===== src/common/clkgen_regs.svh =====
/*
 * Register offsets, field positions, reset values and timing counts
 * of the machine clock generator.
 * Assumes inclusion by bare name; definitions only.
 */
`ifndef CLKGEN_REGS_SVH
`define CLKGEN_REGS_SVH

// =====================================================================
// Register byte offsets
`define PLL_CONFIG_OFFSET 12'h000
`define STATUS_OFFSET 12'h004
`define BANK_SWITCH_OFFSET 12'h008

// =====================================================================
// Field positions
`define CFG_PLL_EN_BIT 0
`define CFG_DIV4_BIT 1
`define CFG_MULT_LSB 4
`define CFG_MULT_MSB 9
`define STAT_LOCKED_BIT 0
`define STAT_PLL_ON_BIT 1
`define STAT_STRAP_BIT 2
`define STAT_PERIOD_LSB 16
`define STAT_PERIOD_MSB 31

// =====================================================================
// Reset values and limits
`define OUT_DIV_RESET 2'h3
`define OUT_DIV_UNDIVIDED 2'h0
`define MULT_MIN_Q 6'h04

// =====================================================================
// Timing
`define CLK_FREQ_HZ 25000000
`define LOCK_TIME_MS 30
`define LOCK_CYCLES_DEF (`LOCK_TIME_MS * (`CLK_FREQ_HZ / 1000))

`endif


===== src/common/clkgen_pkg.sv =====
/*
 * Types shared by the machine clock generator.
 * Assumes nothing of its surroundings.
 */
package clkgen_pkg;
    typedef enum logic [1:0] {MODE_DIV2, MODE_DIV4, MODE_PLL} clk_mode_e;
    typedef logic [5:0] mult_t;
endpackage


===== src/machine_clock_generator.sv =====
/*
 * Machine clock generator: divides or multiplies the reference clock,
 * with an AHB-Lite register slave, strap sampling and lock timing.
 * Assumes the reference clock is far slower than CLK, and a single
 * AHB-Lite master whose HREADY is this slave's HREADYOUT.
 */
// The placing of the registers and the AHB-Lite slave port were chosen for this implementation.
// Behaviour
// Bypassed PLL divides reference by two or four
// Pins 000,111 give /2; 101 gives /4
// PLL mode multiplies reference by factor N
// N integer 1-15 plus quarter fractions
// Software may reprogram multiplier while running
// Lock-up phase at most 30 ms
// Output field 00 gives undivided machine clock
// Output field resets to divide-by-four
// Mode pins are sampled at reset release
// Config register bits set active multiply ratio
// Other pin codes select PLL multiply factors
`timescale 1ns/1ps
`include "clkgen_regs.svh"

module machine_clock_generator
    import clkgen_pkg::*;
#(
    parameter int LOCK_CYCLES = `LOCK_CYCLES_DEF
) (
    input wire logic CLK,
    input wire logic RESET_N,
    input wire logic HSEL,
    input wire logic [11:0] HADDR,
    input wire logic [1:0] HTRANS,
    input wire logic HWRITE,
    input wire logic [2:0] HSIZE,
    input wire logic [31:0] HWDATA,
    input wire logic HREADY,
    output logic [31:0] HRDATA,
    output logic HREADYOUT,
    output logic HRESP,
    input wire logic REFERENCE_CLOCK_INPUT,
    input wire logic MODE_SELECT_PIN_A,
    input wire logic MODE_SELECT_PIN_B,
    input wire logic MODE_SELECT_PIN_C,
    output logic MACHINE_CLOCK,
    output logic MACHINE_CLOCK_OUTPUT,
    output logic PLL_LOCKED
);

    // =================================================================
    // Pin synchronisers
    logic [3:0] sync1;
    logic [3:0] sync2;
    logic ref_last;
    logic ref_rise;

    always_ff @(posedge CLK or negedge RESET_N) begin
        if (!RESET_N) begin
            sync1 <= 4'h0;
            sync2 <= 4'h0;
            ref_last <= 1'b0;
        end else begin
            sync1 <= {REFERENCE_CLOCK_INPUT, MODE_SELECT_PIN_A, MODE_SELECT_PIN_B, MODE_SELECT_PIN_C};
            sync2 <= sync1;
            ref_last <= sync2[3];
        end
    end

    assign ref_rise = sync2[3] && !ref_last;

    // =================================================================
    // Strap decode
    logic strap_done;
    logic strap_take;
    clk_mode_e strap_mode;
    mult_t strap_mult;

    always_comb begin
        strap_mode = MODE_PLL;
        strap_mult = 6'h04;
        unique case (sync2[2:0])
            3'h0: strap_mode = MODE_DIV2;
            3'h5: strap_mode = MODE_DIV4;
            3'h7: strap_mode = MODE_DIV2;
            3'h1: strap_mult = 6'h08;
            3'h2: strap_mult = 6'h0c;
            3'h3: strap_mult = 6'h10;
            3'h4: strap_mult = 6'h14;
            3'h6: strap_mult = 6'h04;
        endcase
    end

    // Pins settle through the synchroniser before being caught
    logic [1:0] strap_wait;
    always_ff @(posedge CLK or negedge RESET_N) begin
        if (!RESET_N) begin
            strap_wait <= 2'h0;
            strap_done <= 1'b0;
        end else begin
            if (strap_wait != 2'h3) begin
                strap_wait <= strap_wait + 2'h1;
            end
            if (strap_take) begin
                strap_done <= 1'b1;
            end
        end
    end

    assign strap_take = (strap_wait == 2'h3) && !strap_done;

    // =================================================================
    // AHB-Lite slave
    logic dp_wr;
    logic [11:0] dp_addr;
    logic addr_valid;
    logic cfg_write;
    logic [31:0] cfg;
    logic [1:0] out_div;
    logic [31:0] status;
    logic [15:0] ref_period;

    assign addr_valid = HSEL && HREADY && HTRANS[1];
    assign HREADYOUT = 1'b1;
    assign HRESP = 1'b0;

    always_ff @(posedge CLK or negedge RESET_N) begin
        if (!RESET_N) begin
            dp_wr <= 1'b0;
            dp_addr <= 12'h000;
        end else begin
            dp_wr <= addr_valid && HWRITE;
            dp_addr <= HADDR;
        end
    end

    always_comb begin
        status = 32'h0;
        status[`STAT_LOCKED_BIT] = PLL_LOCKED;
        status[`STAT_PLL_ON_BIT] = cfg[`CFG_PLL_EN_BIT];
        status[`STAT_STRAP_BIT] = strap_done;
        status[`STAT_PERIOD_MSB:`STAT_PERIOD_LSB] = ref_period;
    end

    always_ff @(posedge CLK or negedge RESET_N) begin
        if (!RESET_N) begin
            HRDATA <= 32'h0;
        end else if (addr_valid && !HWRITE) begin
            unique case (HADDR)
                `PLL_CONFIG_OFFSET: HRDATA <= cfg;
                `STATUS_OFFSET: HRDATA <= status;
                `BANK_SWITCH_OFFSET: HRDATA <= {30'h0, out_div};
                default: HRDATA <= 32'h0;
            endcase
        end
    end

    assign cfg_write = dp_wr && (dp_addr == `PLL_CONFIG_OFFSET);

    // Config register: strap loads it once, software rewrites it
    always_ff @(posedge CLK or negedge RESET_N) begin
        if (!RESET_N) begin
            cfg <= 32'h0;
        end else if (strap_take) begin
            cfg <= 32'h0;
            cfg[`CFG_PLL_EN_BIT] <= (strap_mode == MODE_PLL);
            cfg[`CFG_DIV4_BIT] <= (strap_mode == MODE_DIV4);
            cfg[`CFG_MULT_MSB:`CFG_MULT_LSB] <= strap_mult;
        end else if (cfg_write) begin
            cfg <= {22'h0, HWDATA[`CFG_MULT_MSB:`CFG_MULT_LSB], 2'h0, HWDATA[1:0]};
        end
    end

    always_ff @(posedge CLK or negedge RESET_N) begin
        if (!RESET_N) begin
            out_div <= `OUT_DIV_RESET;
        end else if (dp_wr && dp_addr == `BANK_SWITCH_OFFSET) begin
            out_div <= HWDATA[1:0];
        end
    end

    // =================================================================
    // Reference period measurement
    logic [15:0] period_cnt;
    always_ff @(posedge CLK or negedge RESET_N) begin
        if (!RESET_N) begin
            period_cnt <= 16'h0;
            ref_period <= 16'h0;
        end else if (ref_rise) begin
            period_cnt <= 16'h1;
            ref_period <= period_cnt;
        end else if (period_cnt != 16'hffff) begin
            period_cnt <= period_cnt + 16'h1;
        end
    end

    // =================================================================
    // Machine clock: divider or fractional multiplier
    mult_t mult_q;
    logic [19:0] acc;
    logic [19:0] next_acc;
    logic [19:0] limit;
    logic pll_evt;
    logic div_evt;
    logic mach_evt;
    logic div_phase;

    // Multiplier in quarter steps: N = mult_q / 4
    assign mult_q = (cfg[`CFG_MULT_MSB:`CFG_MULT_LSB] < `MULT_MIN_Q) ?
                    `MULT_MIN_Q : cfg[`CFG_MULT_MSB:`CFG_MULT_LSB];
    assign limit = {2'h0, ref_period, 2'h0};
    assign next_acc = acc + {13'h0, mult_q, 1'b0};
    assign pll_evt = cfg[`CFG_PLL_EN_BIT] && (ref_period != 16'h0) && (next_acc >= limit);
    assign div_evt = !cfg[`CFG_PLL_EN_BIT] && ref_rise && (!cfg[`CFG_DIV4_BIT] || div_phase);
    assign mach_evt = pll_evt || div_evt;

    always_ff @(posedge CLK or negedge RESET_N) begin
        if (!RESET_N) begin
            acc <= 20'h0;
        end else if (!cfg[`CFG_PLL_EN_BIT]) begin
            acc <= 20'h0;
        end else if (pll_evt) begin
            acc <= next_acc - limit;
        end else begin
            acc <= next_acc;
        end
    end

    always_ff @(posedge CLK or negedge RESET_N) begin
        if (!RESET_N) begin
            div_phase <= 1'b0;
        end else if (ref_rise) begin
            div_phase <= !div_phase;
        end
    end

    always_ff @(posedge CLK or negedge RESET_N) begin
        if (!RESET_N) begin
            MACHINE_CLOCK <= 1'b0;
        end else if (mach_evt) begin
            MACHINE_CLOCK <= !MACHINE_CLOCK;
        end
    end

    // =================================================================
    // Clock output divider: toggles every out_div+1 machine edges
    logic [1:0] out_cnt;
    always_ff @(posedge CLK or negedge RESET_N) begin
        if (!RESET_N) begin
            out_cnt <= 2'h0;
            MACHINE_CLOCK_OUTPUT <= 1'b0;
        end else if (mach_evt) begin
            if (out_cnt >= out_div) begin
                out_cnt <= 2'h0;
                MACHINE_CLOCK_OUTPUT <= !MACHINE_CLOCK_OUTPUT;
            end else begin
                out_cnt <= out_cnt + 2'h1;
            end
        end
    end

    // =================================================================
    // Lock timer
    logic [23:0] lock_cnt;
    logic relock;
    assign relock = strap_take || cfg_write;

    always_ff @(posedge CLK or negedge RESET_N) begin
        if (!RESET_N) begin
            lock_cnt <= 24'h0;
            PLL_LOCKED <= 1'b0;
        end else if (relock) begin
            lock_cnt <= 24'(LOCK_CYCLES - 1);
            PLL_LOCKED <= 1'b0;
        end else if (lock_cnt != 24'h0) begin
            lock_cnt <= lock_cnt - 24'h1;
        end else if (strap_done) begin
            PLL_LOCKED <= 1'b1;
        end
    end

    // =================================================================
    // Assertions
    property p_div_edges;
        @(posedge CLK) disable iff (!RESET_N)
        !$past(cfg[`CFG_PLL_EN_BIT]) && $changed(MACHINE_CLOCK) |-> $past(ref_rise);
    endproperty
    a_div_edges: assert property (p_div_edges) else $error("divide mode edge without reference edge");

    property p_strap_div4;
        @(posedge CLK) disable iff (!RESET_N)
        strap_take && sync2[2:0] == 3'h5 |=> !cfg[`CFG_PLL_EN_BIT] && cfg[`CFG_DIV4_BIT];
    endproperty
    a_strap_div4: assert property (p_strap_div4) else $error("pins 101 did not select divide by four");

    property p_pll_rate;
        @(posedge CLK) disable iff (!RESET_N)
        $past(cfg[`CFG_PLL_EN_BIT]) && $changed(MACHINE_CLOCK) |->
            $past(ref_period) != 16'h0 && $past(next_acc) >= $past(limit);
    endproperty
    a_pll_rate: assert property (p_pll_rate) else $error("multiplier edge early");

    property p_mult_min;
        @(posedge CLK) disable iff (!RESET_N)
        mult_q >= `MULT_MIN_Q;
    endproperty
    a_mult_min: assert property (p_mult_min) else $error("multiplier below one");

    property p_reprogram;
        @(posedge CLK) disable iff (!RESET_N)
        cfg_write && !strap_take |=> cfg[`CFG_MULT_MSB:`CFG_MULT_LSB] == $past(HWDATA[`CFG_MULT_MSB:`CFG_MULT_LSB]);
    endproperty
    a_reprogram: assert property (p_reprogram) else $error("multiplier write lost");

    property p_lock_low;
        @(posedge CLK) disable iff (!RESET_N)
        relock |=> !PLL_LOCKED [*8];
    endproperty
    a_lock_low: assert property (p_lock_low) else $error("lock flag rose too soon");

    property p_lock_bound;
        @(posedge CLK) disable iff (!RESET_N)
        lock_cnt <= 24'(LOCK_CYCLES);
    endproperty
    a_lock_bound: assert property (p_lock_bound) else $error("lock time exceeds limit");

    property p_undivided;
        @(posedge CLK) disable iff (!RESET_N)
        out_div == `OUT_DIV_UNDIVIDED && mach_evt |=> $changed(MACHINE_CLOCK_OUTPUT);
    endproperty
    a_undivided: assert property (p_undivided) else $error("undivided output missed an edge");

    property p_out_reset;
        @(posedge CLK)
        $rose(RESET_N) |-> out_div == `OUT_DIV_RESET;
    endproperty
    a_out_reset: assert property (p_out_reset) else $error("output divide not four after reset");

    property p_strap_once;
        @(posedge CLK) disable iff (!RESET_N)
        strap_take |=> strap_done ##1 !strap_take;
    endproperty
    a_strap_once: assert property (p_strap_once) else $error("mode pins sampled twice");

    property p_other_pll;
        @(posedge CLK) disable iff (!RESET_N)
        strap_take && sync2[2:0] == 3'h3 |=> cfg[`CFG_PLL_EN_BIT] && mult_q == 6'h10;
    endproperty
    a_other_pll: assert property (p_other_pll) else $error("pin code 011 not PLL times four");

endmodule


===== config.mk =====
export PLATFORM = sky130hd
export DESIGN_NAME = machine_clock_generator
export DESIGN_NICKNAME = d
export VERILOG_FILES = /design/src/common/clkgen_pkg.sv /design/src/machine_clock_generator.sv
export VERILOG_INCLUDE_DIRS = /design/src /design/src/common
export SDC_FILE = /design/constraint.sdc
export NUM_CORES = 1
export LEC_CHECK = 0
export ABC_AREA = 1
export BUFFER_PORTS_ARGS = -buffer_cell sky130_fd_sc_hd__buf_2
export CAP_MARGIN = 25
export CORE_UTILIZATION = 60
export CTS_CLUSTER_SIZE = 8
export DETAILED_ROUTE_END_ITERATION = 8
export PLACE_DENSITY_LB_ADDON = 0.12
export SYNTH_ARGS = -nofsm -noshare
export SYNTH_HDL_FRONTEND = slang
export SYNTH_SLANG_ARGS = --single-unit

===== constraint.sdc =====
create_clock -name CLK -period 7.1 [get_ports CLK]
set_clock_uncertainty 0.2 [all_clocks]
set_input_delay 1.065 -clock CLK [delete_from_list [all_inputs] [get_ports CLK]]
set_output_delay 1.065 -clock CLK [all_outputs]
set_load 0.02 [all_outputs]

==> flow_metrics.env, run 1 <==
export IMPL_status="completed"
export IMPL_crit_fanout=14
export IMPL_die_h_um=115
export IMPL_post_drt_wl_per_cell_um=14.0
export IMPL_synth_compound_area_share_pct=12.4
export IMPL_post_place_ws_ns=2.51
export IMPL_antenna_found_initial=0
export IMPL_synth_top_cells_by_count="nand2_1, dfrtp_1, inv_1"
export IMPL_finalHoldViolCount=0
export IMPL_hold_path_class="flip-flop to flip-flop"
export IMPL_netlist_area_um2=7690
export IMPL_rsz0062_at_grt="no"
export IMPL_wl_um=16500
export IMPL_clkSlewWorstSetupHoldPaths_ns=0.06
export IMPL_worst_ep_arrival_time_ns=4.74
export IMPL_cap_violations=0
export IMPL_slowest_delay_ns=0.46
export IMPL_yosysTopAreaCell="dfrtp_1"
export IMPL_syn_inst=946
export IMPL_critPathSlowestCell="fa_1"
export IMPL_crit_top_cell="nand2_1"
export IMPL_hold_buffers=0
export IMPL_seq_power_share_pct=33.4
export IMPL_core_um2=12300
export IMPL_synth_simple_gate_area_share_pct=24.3
export IMPL_vias_per_cell=5.34
export IMPL_grt_max_degree=72
export IMPL_io_pins=95
export IMPL_clock_fmax_mhz=216
export IMPL_place_area_um2=8060
export IMPL_crit_start="cfg[9]$_DFFE_PN0N_"
export IMPL_rows=40
export IMPL_ys_seq_area_share_pct=45.9
export IMPL_p_clk_share_pct=30.5
export IMPL_crit_type="flip-flop to flip-flop"
export IMPL_nNetsFinal=1087
export IMPL_syn_avg_cell_area_um2=8.13
export IMPL_leakagePower_nw=4.25
export IMPL_cts_sinks=141
export IMPL_worst_slack_ns=2.47
export IMPL_postSynth_asyncResetShare_pct=100
export IMPL_ant_nets=0
export IMPL_hp_start="sync1[0]$_DFF_PN0_"
export IMPL_ff_latch_area_um2=3530
export IMPL_grtUsageTotal_pct=27.5
export IMPL_drt_initial_drc_count=485
export IMPL_clk_latency_ns=0.42
export IMPL_drive_gt1_share_pct=12.8
export IMPL_final_cell_area_um2=8660
export IMPL_start_util_pct=62.7
export IMPL_syn_to_final_growth_pct=12.6
export IMPL_grt_pass1_vias=5824
export IMPL_diodes=0
export IMPL_synth_most_common_cell="nand2_1"
export IMPL_post_route_period_util_pct=65.1
export IMPL_die_area_um2=13300
export IMPL_synth_cell_types=47
export IMPL_cts_buffers=17
export IMPL_ctsHtreeMaxLevel=4
export IMPL_synthXorXnorAreaFrac_pct=4.33
export IMPL_final_max_slew_viol_count=0
export IMPL_synth_top_family_by_area="simple AND/OR/NAND/NOR gates"
export IMPL_fin_tns_setup_ns=0
export IMPL_power_switching_mw=1.13
export IMPL_synth_fa_ha_area_share_pct=4.91
export IMPL_firstDrtPassIters=4
export IMPL_ir_drop_mv=0.252
export IMPL_gr_total_overflow=0
export IMPL_gp_congestion=0.883
export IMPL_internal_power_mw=1.81
export IMPL_synth_ff_type="dfrtp_1"
export IMPL_portBuffers=57
export IMPL_clockBufferDepth=2
export IMPL_multi_input_area_um2=3570
export IMPL_hpwl_um=12100
export IMPL_total_power_mw=2.93
export IMPL_crit_path_cell_trace="nor4_1 > nor2_1 > ha_1 > fa_1 > inv_1 > nor2_1 > nor2_1 > inv_1 > nand3_1 > xor2_1 > inv_1 > ha_1 > nand2_1 > a21oi_1 > nor2_1 > nand2_1 > nand2_1 > nand2_1 > nor2_1 > nand3_2 > nand2_4 > nand2_1 > nand2_1 > xnor2_1"
export IMPL_die_x_um=115
export IMPL_relSlewSlack_pct=44.6
export IMPL_cp_start_kind="flip-flop"
export IMPL_cts_tree="built"
export IMPL_p_comb_share_pct=36.2
export IMPL_grt_pass1_wl_um=27800
export IMPL_drc=0
export IMPL_cts_setup_buffers=0
export IMPL_dr_total_vias=6302
export IMPL_switching_share_pct=38.4
export IMPL_synth_edff_count=0
export IMPL_post_route_min_period_ns=4.63
export IMPL_ys_warn_count=0
export IMPL_synth_area_top_cells="dfrtp_1, nand2_1, inv_1"
export IMPL_power_density_nw_per_um2=339
export IMPL_fillers=997
export IMPL_cts_resized=0
export IMPL_worstMarginPinSlew_ns=0.831
export IMPL_ys_ff_latch=141
export IMPL_r2r_start="cfg[9]$_DFFE_PN0N_"
export IMPL_cts_root_buffer_cell="clkbuf_16"
export IMPL_worstSetupEndpointType="flip-flop"
export IMPL_required_ns=7.21
export IMPL_synth_mux_area_share_pct=0
export IMPL_setup_violations=0
export IMPL_yosysTopAreaCellShare_pct=45.2
==> registers in the layout (all words and copies together), names as in the netlist <==
signal,count
sync2,4
ref_last,1
sync1,4
out_cnt,2
MACHINE_CLOCK_OUTPUT,1
strap_done,1
out_div,2
MACHINE_CLOCK,1
acc,19
lock_cnt,24
strap_wait,2
cfg,8
dp_wr,1
dp_addr,12
div_phase,1
PLL_LOCKED,1
ref_period,16
period_cnt,16
HRDATA,25
==> worst paths after layout <==
check                      cells past startpoint  slack, ns                               end
setup reg to reg                              24       2.47  MACHINE_CLOCK_OUTPUT$_DFFE_PN0P_
hold reg to reg                                0       0.15                sync2[0]$_DFF_PN0_
setup / recovery                              24       2.47  MACHINE_CLOCK_OUTPUT$_DFFE_PN0P_
hold / removal                                 0       0.15                sync2[0]$_DFF_PN0_
max in group asynchronous                      2       4.97                cfg[4]$_DFFE_PN0N_
min in group asynchronous                      1       0.45            HRDATA[25]$_DFFE_PN0P_
==> final cells by class <==
type,count,share of cell area [%]
clock inverters,13,1.79
clock buffers,19,5.12
flip-flops and latches,141,40.8
multi-input cells,664,41.2
repair buffers,59,3.54
well taps,168,2.43
inverters,117,5.10
==> power groups by stage <==
| stage | Combinational, mW | Clock [mW] | Sequential, mW |
|---|---|---|---|
| after floorplan | 0.836 | 0 | 0.975 |
| after global placement | 1.02 | 0 | 0.988 |
| after detailed placement | 1.03 | 0 | 0.990 |
| after CTS | 1.05 | 0.907 | 0.977 |
| after global routing | 1.20 | 0.949 | 0.991 |
| final | 1.06 | 0.894 | 0.978 |
==> layout by cell type, fill, tap and decap left out, types with 3 or more instances in the layout <==
| master | instances |
|---|---|
| nand2_1 | 191 |
| dfrtp_1 | 139 |
| inv_1 | 109 |
| nor2_1 | 96 |
| o21ai_0 | 59 |
| buf_2 | 56 |
| a21oi_1 | 52 |
| nand3_1 | 42 |
| nor3_1 | 27 |
| ha_1 | 27 |
| xor2_1 | 25 |
| o31ai_1 | 23 |
| clkbuf_16 | 17 |
| nand4_1 | 14 |
| nor4_1 | 13 |
| xnor2_1 | 13 |
| o21ai_1 | 13 |
| a31oi_1 | 10 |
| conb_1 | 9 |
| or2_2 | 8 |
| nand2_2 | 7 |
| nor2_2 | 6 |
| inv_2 | 6 |
| inv_6 | 5 |
| nand3_2 | 4 |
| o21bai_1 | 3 |
| o221ai_1 | 3 |
| a211oi_1 | 3 |
| clkinvlp_4 | 3 |
==> logic make-up (layout without fill, tap and decap cells) <==
| kind of cell | after synthesis | after routing |
|---|---|---|
| buffers and inverters | 148 | 208 |
| other | 2 | 9 |
| AOI/OAI and AO/OA | 169 | 169 |
| adders and majority gates | 29 | 29 |
| DFF | 141 | 141 |
| xor gates and xnor gates | 38 | 38 |
| and+or+nand+nor | 419 | 419 |
==> metrics by stage <==
stage	hold slack, ns	std cells	utilization, %
finish	0.150	1181	70.6
global route	0.160	1181	70.6
CTS	0.152	1181	70.6
detailed placement	0.138	1149	65.7
global placement	0.132	1149	65.7
floorplan	0.131	953	-
==> routing by layer <==
layer | vias to the layer above | track usage [%] | part of all wire (%)
met4 | 0 | 8.23 | 1.2
li1 | 3225 | - | -
met1 | 2922 | 39.2 | 48
met3 | 19 | 5.01 | 4.1
met2 | 136 | 43.0 | 47
met5 | - | 0 | 0
==> critical path: cells and delay by family, from the launching register on <==
kind / cells / cell delay, ns
AOI/OAI and AO/OA: 1 / 0.16
xor gates and xnor gates: 2 / 0.31
adders and majority gates: 3 / 1.16
buffers and inverters: 3 / 0.25
DFF: 1 / 0.41
and+or+nand+nor: 15 / 2.02
Note: power is estimated with default switching activity, not from simulation.
==> inputs of run 2 (changes only) <==
--- a/config.mk
+++ b/config.mk
@@ -9,7 +9,7 @@
 export ABC_AREA = 1
 export BUFFER_PORTS_ARGS = -buffer_cell sky130_fd_sc_hd__buf_2
 export CAP_MARGIN = 25
-export CORE_UTILIZATION = 60
+export CORE_UTILIZATION = 53
 export CTS_CLUSTER_SIZE = 8
 export DETAILED_ROUTE_END_ITERATION = 8
 export PLACE_DENSITY_LB_ADDON = 0.12
==> constraint.sdc (replaced) <==
create_clock -name CLK -period 3.8 [get_ports CLK]
set_clock_uncertainty 0.2 [all_clocks]
set_input_delay 0.57 -clock CLK [delete_from_list [all_inputs] [get_ports CLK]]
set_output_delay 0.57 -clock CLK [all_outputs]
set_load 0.02 [all_outputs]
==> run 2 against run 1 <==
Against the previous run:
- the run now ends with negative setup slack left
- routed wire length up 5.7%
- flip-flop and latch count unchanged
- largest cell class unchanged
- non-clock buffer count up 47
- final area up 7.5%
- sequential power up 87%
- power up 110%
- cell count up 5.0%
- highest routed layer unchanged
- core utilization down 4.3 points
- first-iteration DRC count down 19%
- clock-buffer cell count up 1
==> flow_metrics.env, run 2 (same netlist as run 1, synthesis figures left out) <==
export IMPL_status="finished, violations left"
export IMPL_violations="negative setup slack"
export IMPL_seq_power_share_pct=30.1
export IMPL_antenna_found_initial=0
export IMPL_die_x_um=122
export IMPL_power_density_nw_per_um2=655
export IMPL_crit_type="flip-flop to flip-flop"
export IMPL_diodes=0
export IMPL_post_route_min_period_ns=3.95
export IMPL_slowest_delay_ns=0.40
export IMPL_crit_fanout=6
export IMPL_met3_usage_pct=4.46
export IMPL_worstMarginPinSlew_ns=0.791
export IMPL_cts_sinks=141
export IMPL_gp_congestion=0.901
export IMPL_grt_pass1_vias=6165
export IMPL_clock_fmax_mhz=253
export IMPL_drt_initial_drc_count=393
export IMPL_cts_root_buffer_cell="clkbuf_16"
export IMPL_p_clk_share_pct=27.3
export IMPL_grtUsageMet2_pct=39.9
export IMPL_drive_gt1_share_pct=21.2
export IMPL_vias_per_cell=5.25
export IMPL_relSlewSlack_pct=47.3
export IMPL_clkSlewWorstSetupHoldPaths_ns=0.06
export IMPL_crit_top_cell="nor2_2"
export IMPL_wl_um=17500
export IMPL_grt_util_met1_pct=34.5
export IMPL_rsz0062_at_grt="yes"
export IMPL_required_ns=3.95
export IMPL_worst_ep_arrival_time_ns=4.10
export IMPL_hold_path_class="input port to asynchronous set/reset pin"
export IMPL_cts_buffers=17
export IMPL_layout_commonest_cell="nand2_1"
export IMPL_finalHoldViolCount=0
export IMPL_setup_violations=22
export IMPL_io_pins=95
export IMPL_busiest_layer="met2"
export IMPL_die_area_um2=15000
export IMPL_grt_max_degree=86
export IMPL_critPathSlowestCell="dfrtp_1"
export IMPL_worstSetupEndpointType="flip-flop"
export IMPL_final_max_slew_viol_count=0
export IMPL_switching_share_pct=38.0
export IMPL_rows=43
export IMPL_syn_to_final_growth_pct=21.0
export IMPL_largest_register_ff_count=25
export IMPL_firstDrtPassIters=7
export IMPL_internal_power_mw=3.78
export IMPL_grt_pass1_wl_um=29000
export IMPL_start_util_pct=54.8
export IMPL_cp_start_kind="flip-flop"
export IMPL_ir_drop_mv=0.411
export IMPL_clk_latency_ns=0.43
export IMPL_drc=0
export IMPL_post_drt_wl_per_cell_um=14.1
export IMPL_largestRegisters="HRDATA: 25 flops, lock_cnt: 24 flops, acc: 19 flops"
export IMPL_cts_tree="built"
export IMPL_fin_cells=1240
export IMPL_p_comb_share_pct=42.7
export IMPL_utilization_pct=66.3
export IMPL_nNetsFinal=1134
export IMPL_core_um2=14000
export IMPL_grtUsageTotal_pct=25.1
export IMPL_cap_violations=0
export IMPL_leakagePower_nw=4.51
export IMPL_dp_cells=1199
export IMPL_power_switching_mw=2.32
export IMPL_timing_hold_ws_ns=0.00211
export IMPL_die_h_um=122
export IMPL_post_route_period_util_pct=104
export IMPL_gr_total_overflow=0
export IMPL_ant_nets=0
export IMPL_clockBufferDepth=2
export IMPL_fin_tns_setup_ns=-1.95
export IMPL_dr_total_vias=6504
export IMPL_ctsHtreeMaxLevel=4
export IMPL_final_cell_mix="nand2_1, dfrtp_1, inv_1, nor2_1, buf_2"
export IMPL_worst_slack_ns=-0.149
export IMPL_hpwl_um=12700
export IMPL_largest_register="HRDATA"
export IMPL_portBuffers=57
-- run 2: routing by layer --
metal	wire [um]	vias to the layer above
met3	786	26
met2	8150	145
met1	8280	3031
met4	266	0
met5	0	-
li1	-	3302
-- run 2: repair_timing --
item,in CTS,in global routing
pin swaps,23,2
buffers inserted,5,3
gates resized for setup,57,6
hold buffers,0,0
cloned,1,0
setup endpoints to repair,22,22
-- run 2: through the flow --
stage	cell area, um2	setup slack, ns	power (mW)
floorplan	7730	0.0488	3.39
global placement	8380	-0.190	4.01
detailed placement	8380	-0.216	4.03
CTS	9270	-0.0547	6.01
global route	9310	-0.382	6.50
finish	9310	-0.149	6.10
-- run 2: worst paths after layout --
path,end,cells past startpoint,slack [ns],from
max,acc[18]$_DFF_PN0_,25,-0.15,cfg[9]$_DFFE_PN0N_
min,HRDATA[28]$_DFFE_PN0P_,1,0.002,RESET_N
max reg2reg,acc[18]$_DFF_PN0_,25,-0.15,cfg[9]$_DFFE_PN0N_
min reg2reg,sync2[0]$_DFF_PN0_,0,0.15,sync1[0]$_DFF_PN0_
max in group asynchronous,out_div[1]$_DFFE_PN1P_,2,2.63,RESET_N
min in group CLK,sync1[2]$_DFF_PN0_,1,0.05,MODE_SELECT_PIN_A
-- run 2: layout make-up --
class	instances	area (um2)
inverter	117	447
clock buffer	20	457
clock inverter	12	136
fill	1159	4740
multi-input combinational	664	3800
tap	180	225
timing repair buffer	106	707
sequential	141	3530
-- run 2: power groups by stage --
stage,Clock (mW),Combinational (mW),Sequential (mW)
after floorplan,0,1.56,1.82
after global routing,1.75,2.89,1.86
after CTS,1.68,2.50,1.83
after detailed placement,0,2.18,1.85
final,1.66,2.60,1.83
after global placement,0,2.16,1.85
-- run 2: critical path, delay by kind of cell (launching register included) --
family | cells | cell delay (ns)
flip-flops | 1 | 0.40
AND/OR/NAND/NOR | 16 | 1.74
buffers and inverters | 4 | 0.43
AO/OA/AOI/OAI | 1 | 0.10
adder cells (fa/ha/maj) | 3 | 0.85
XOR/XNOR | 1 | 0.16
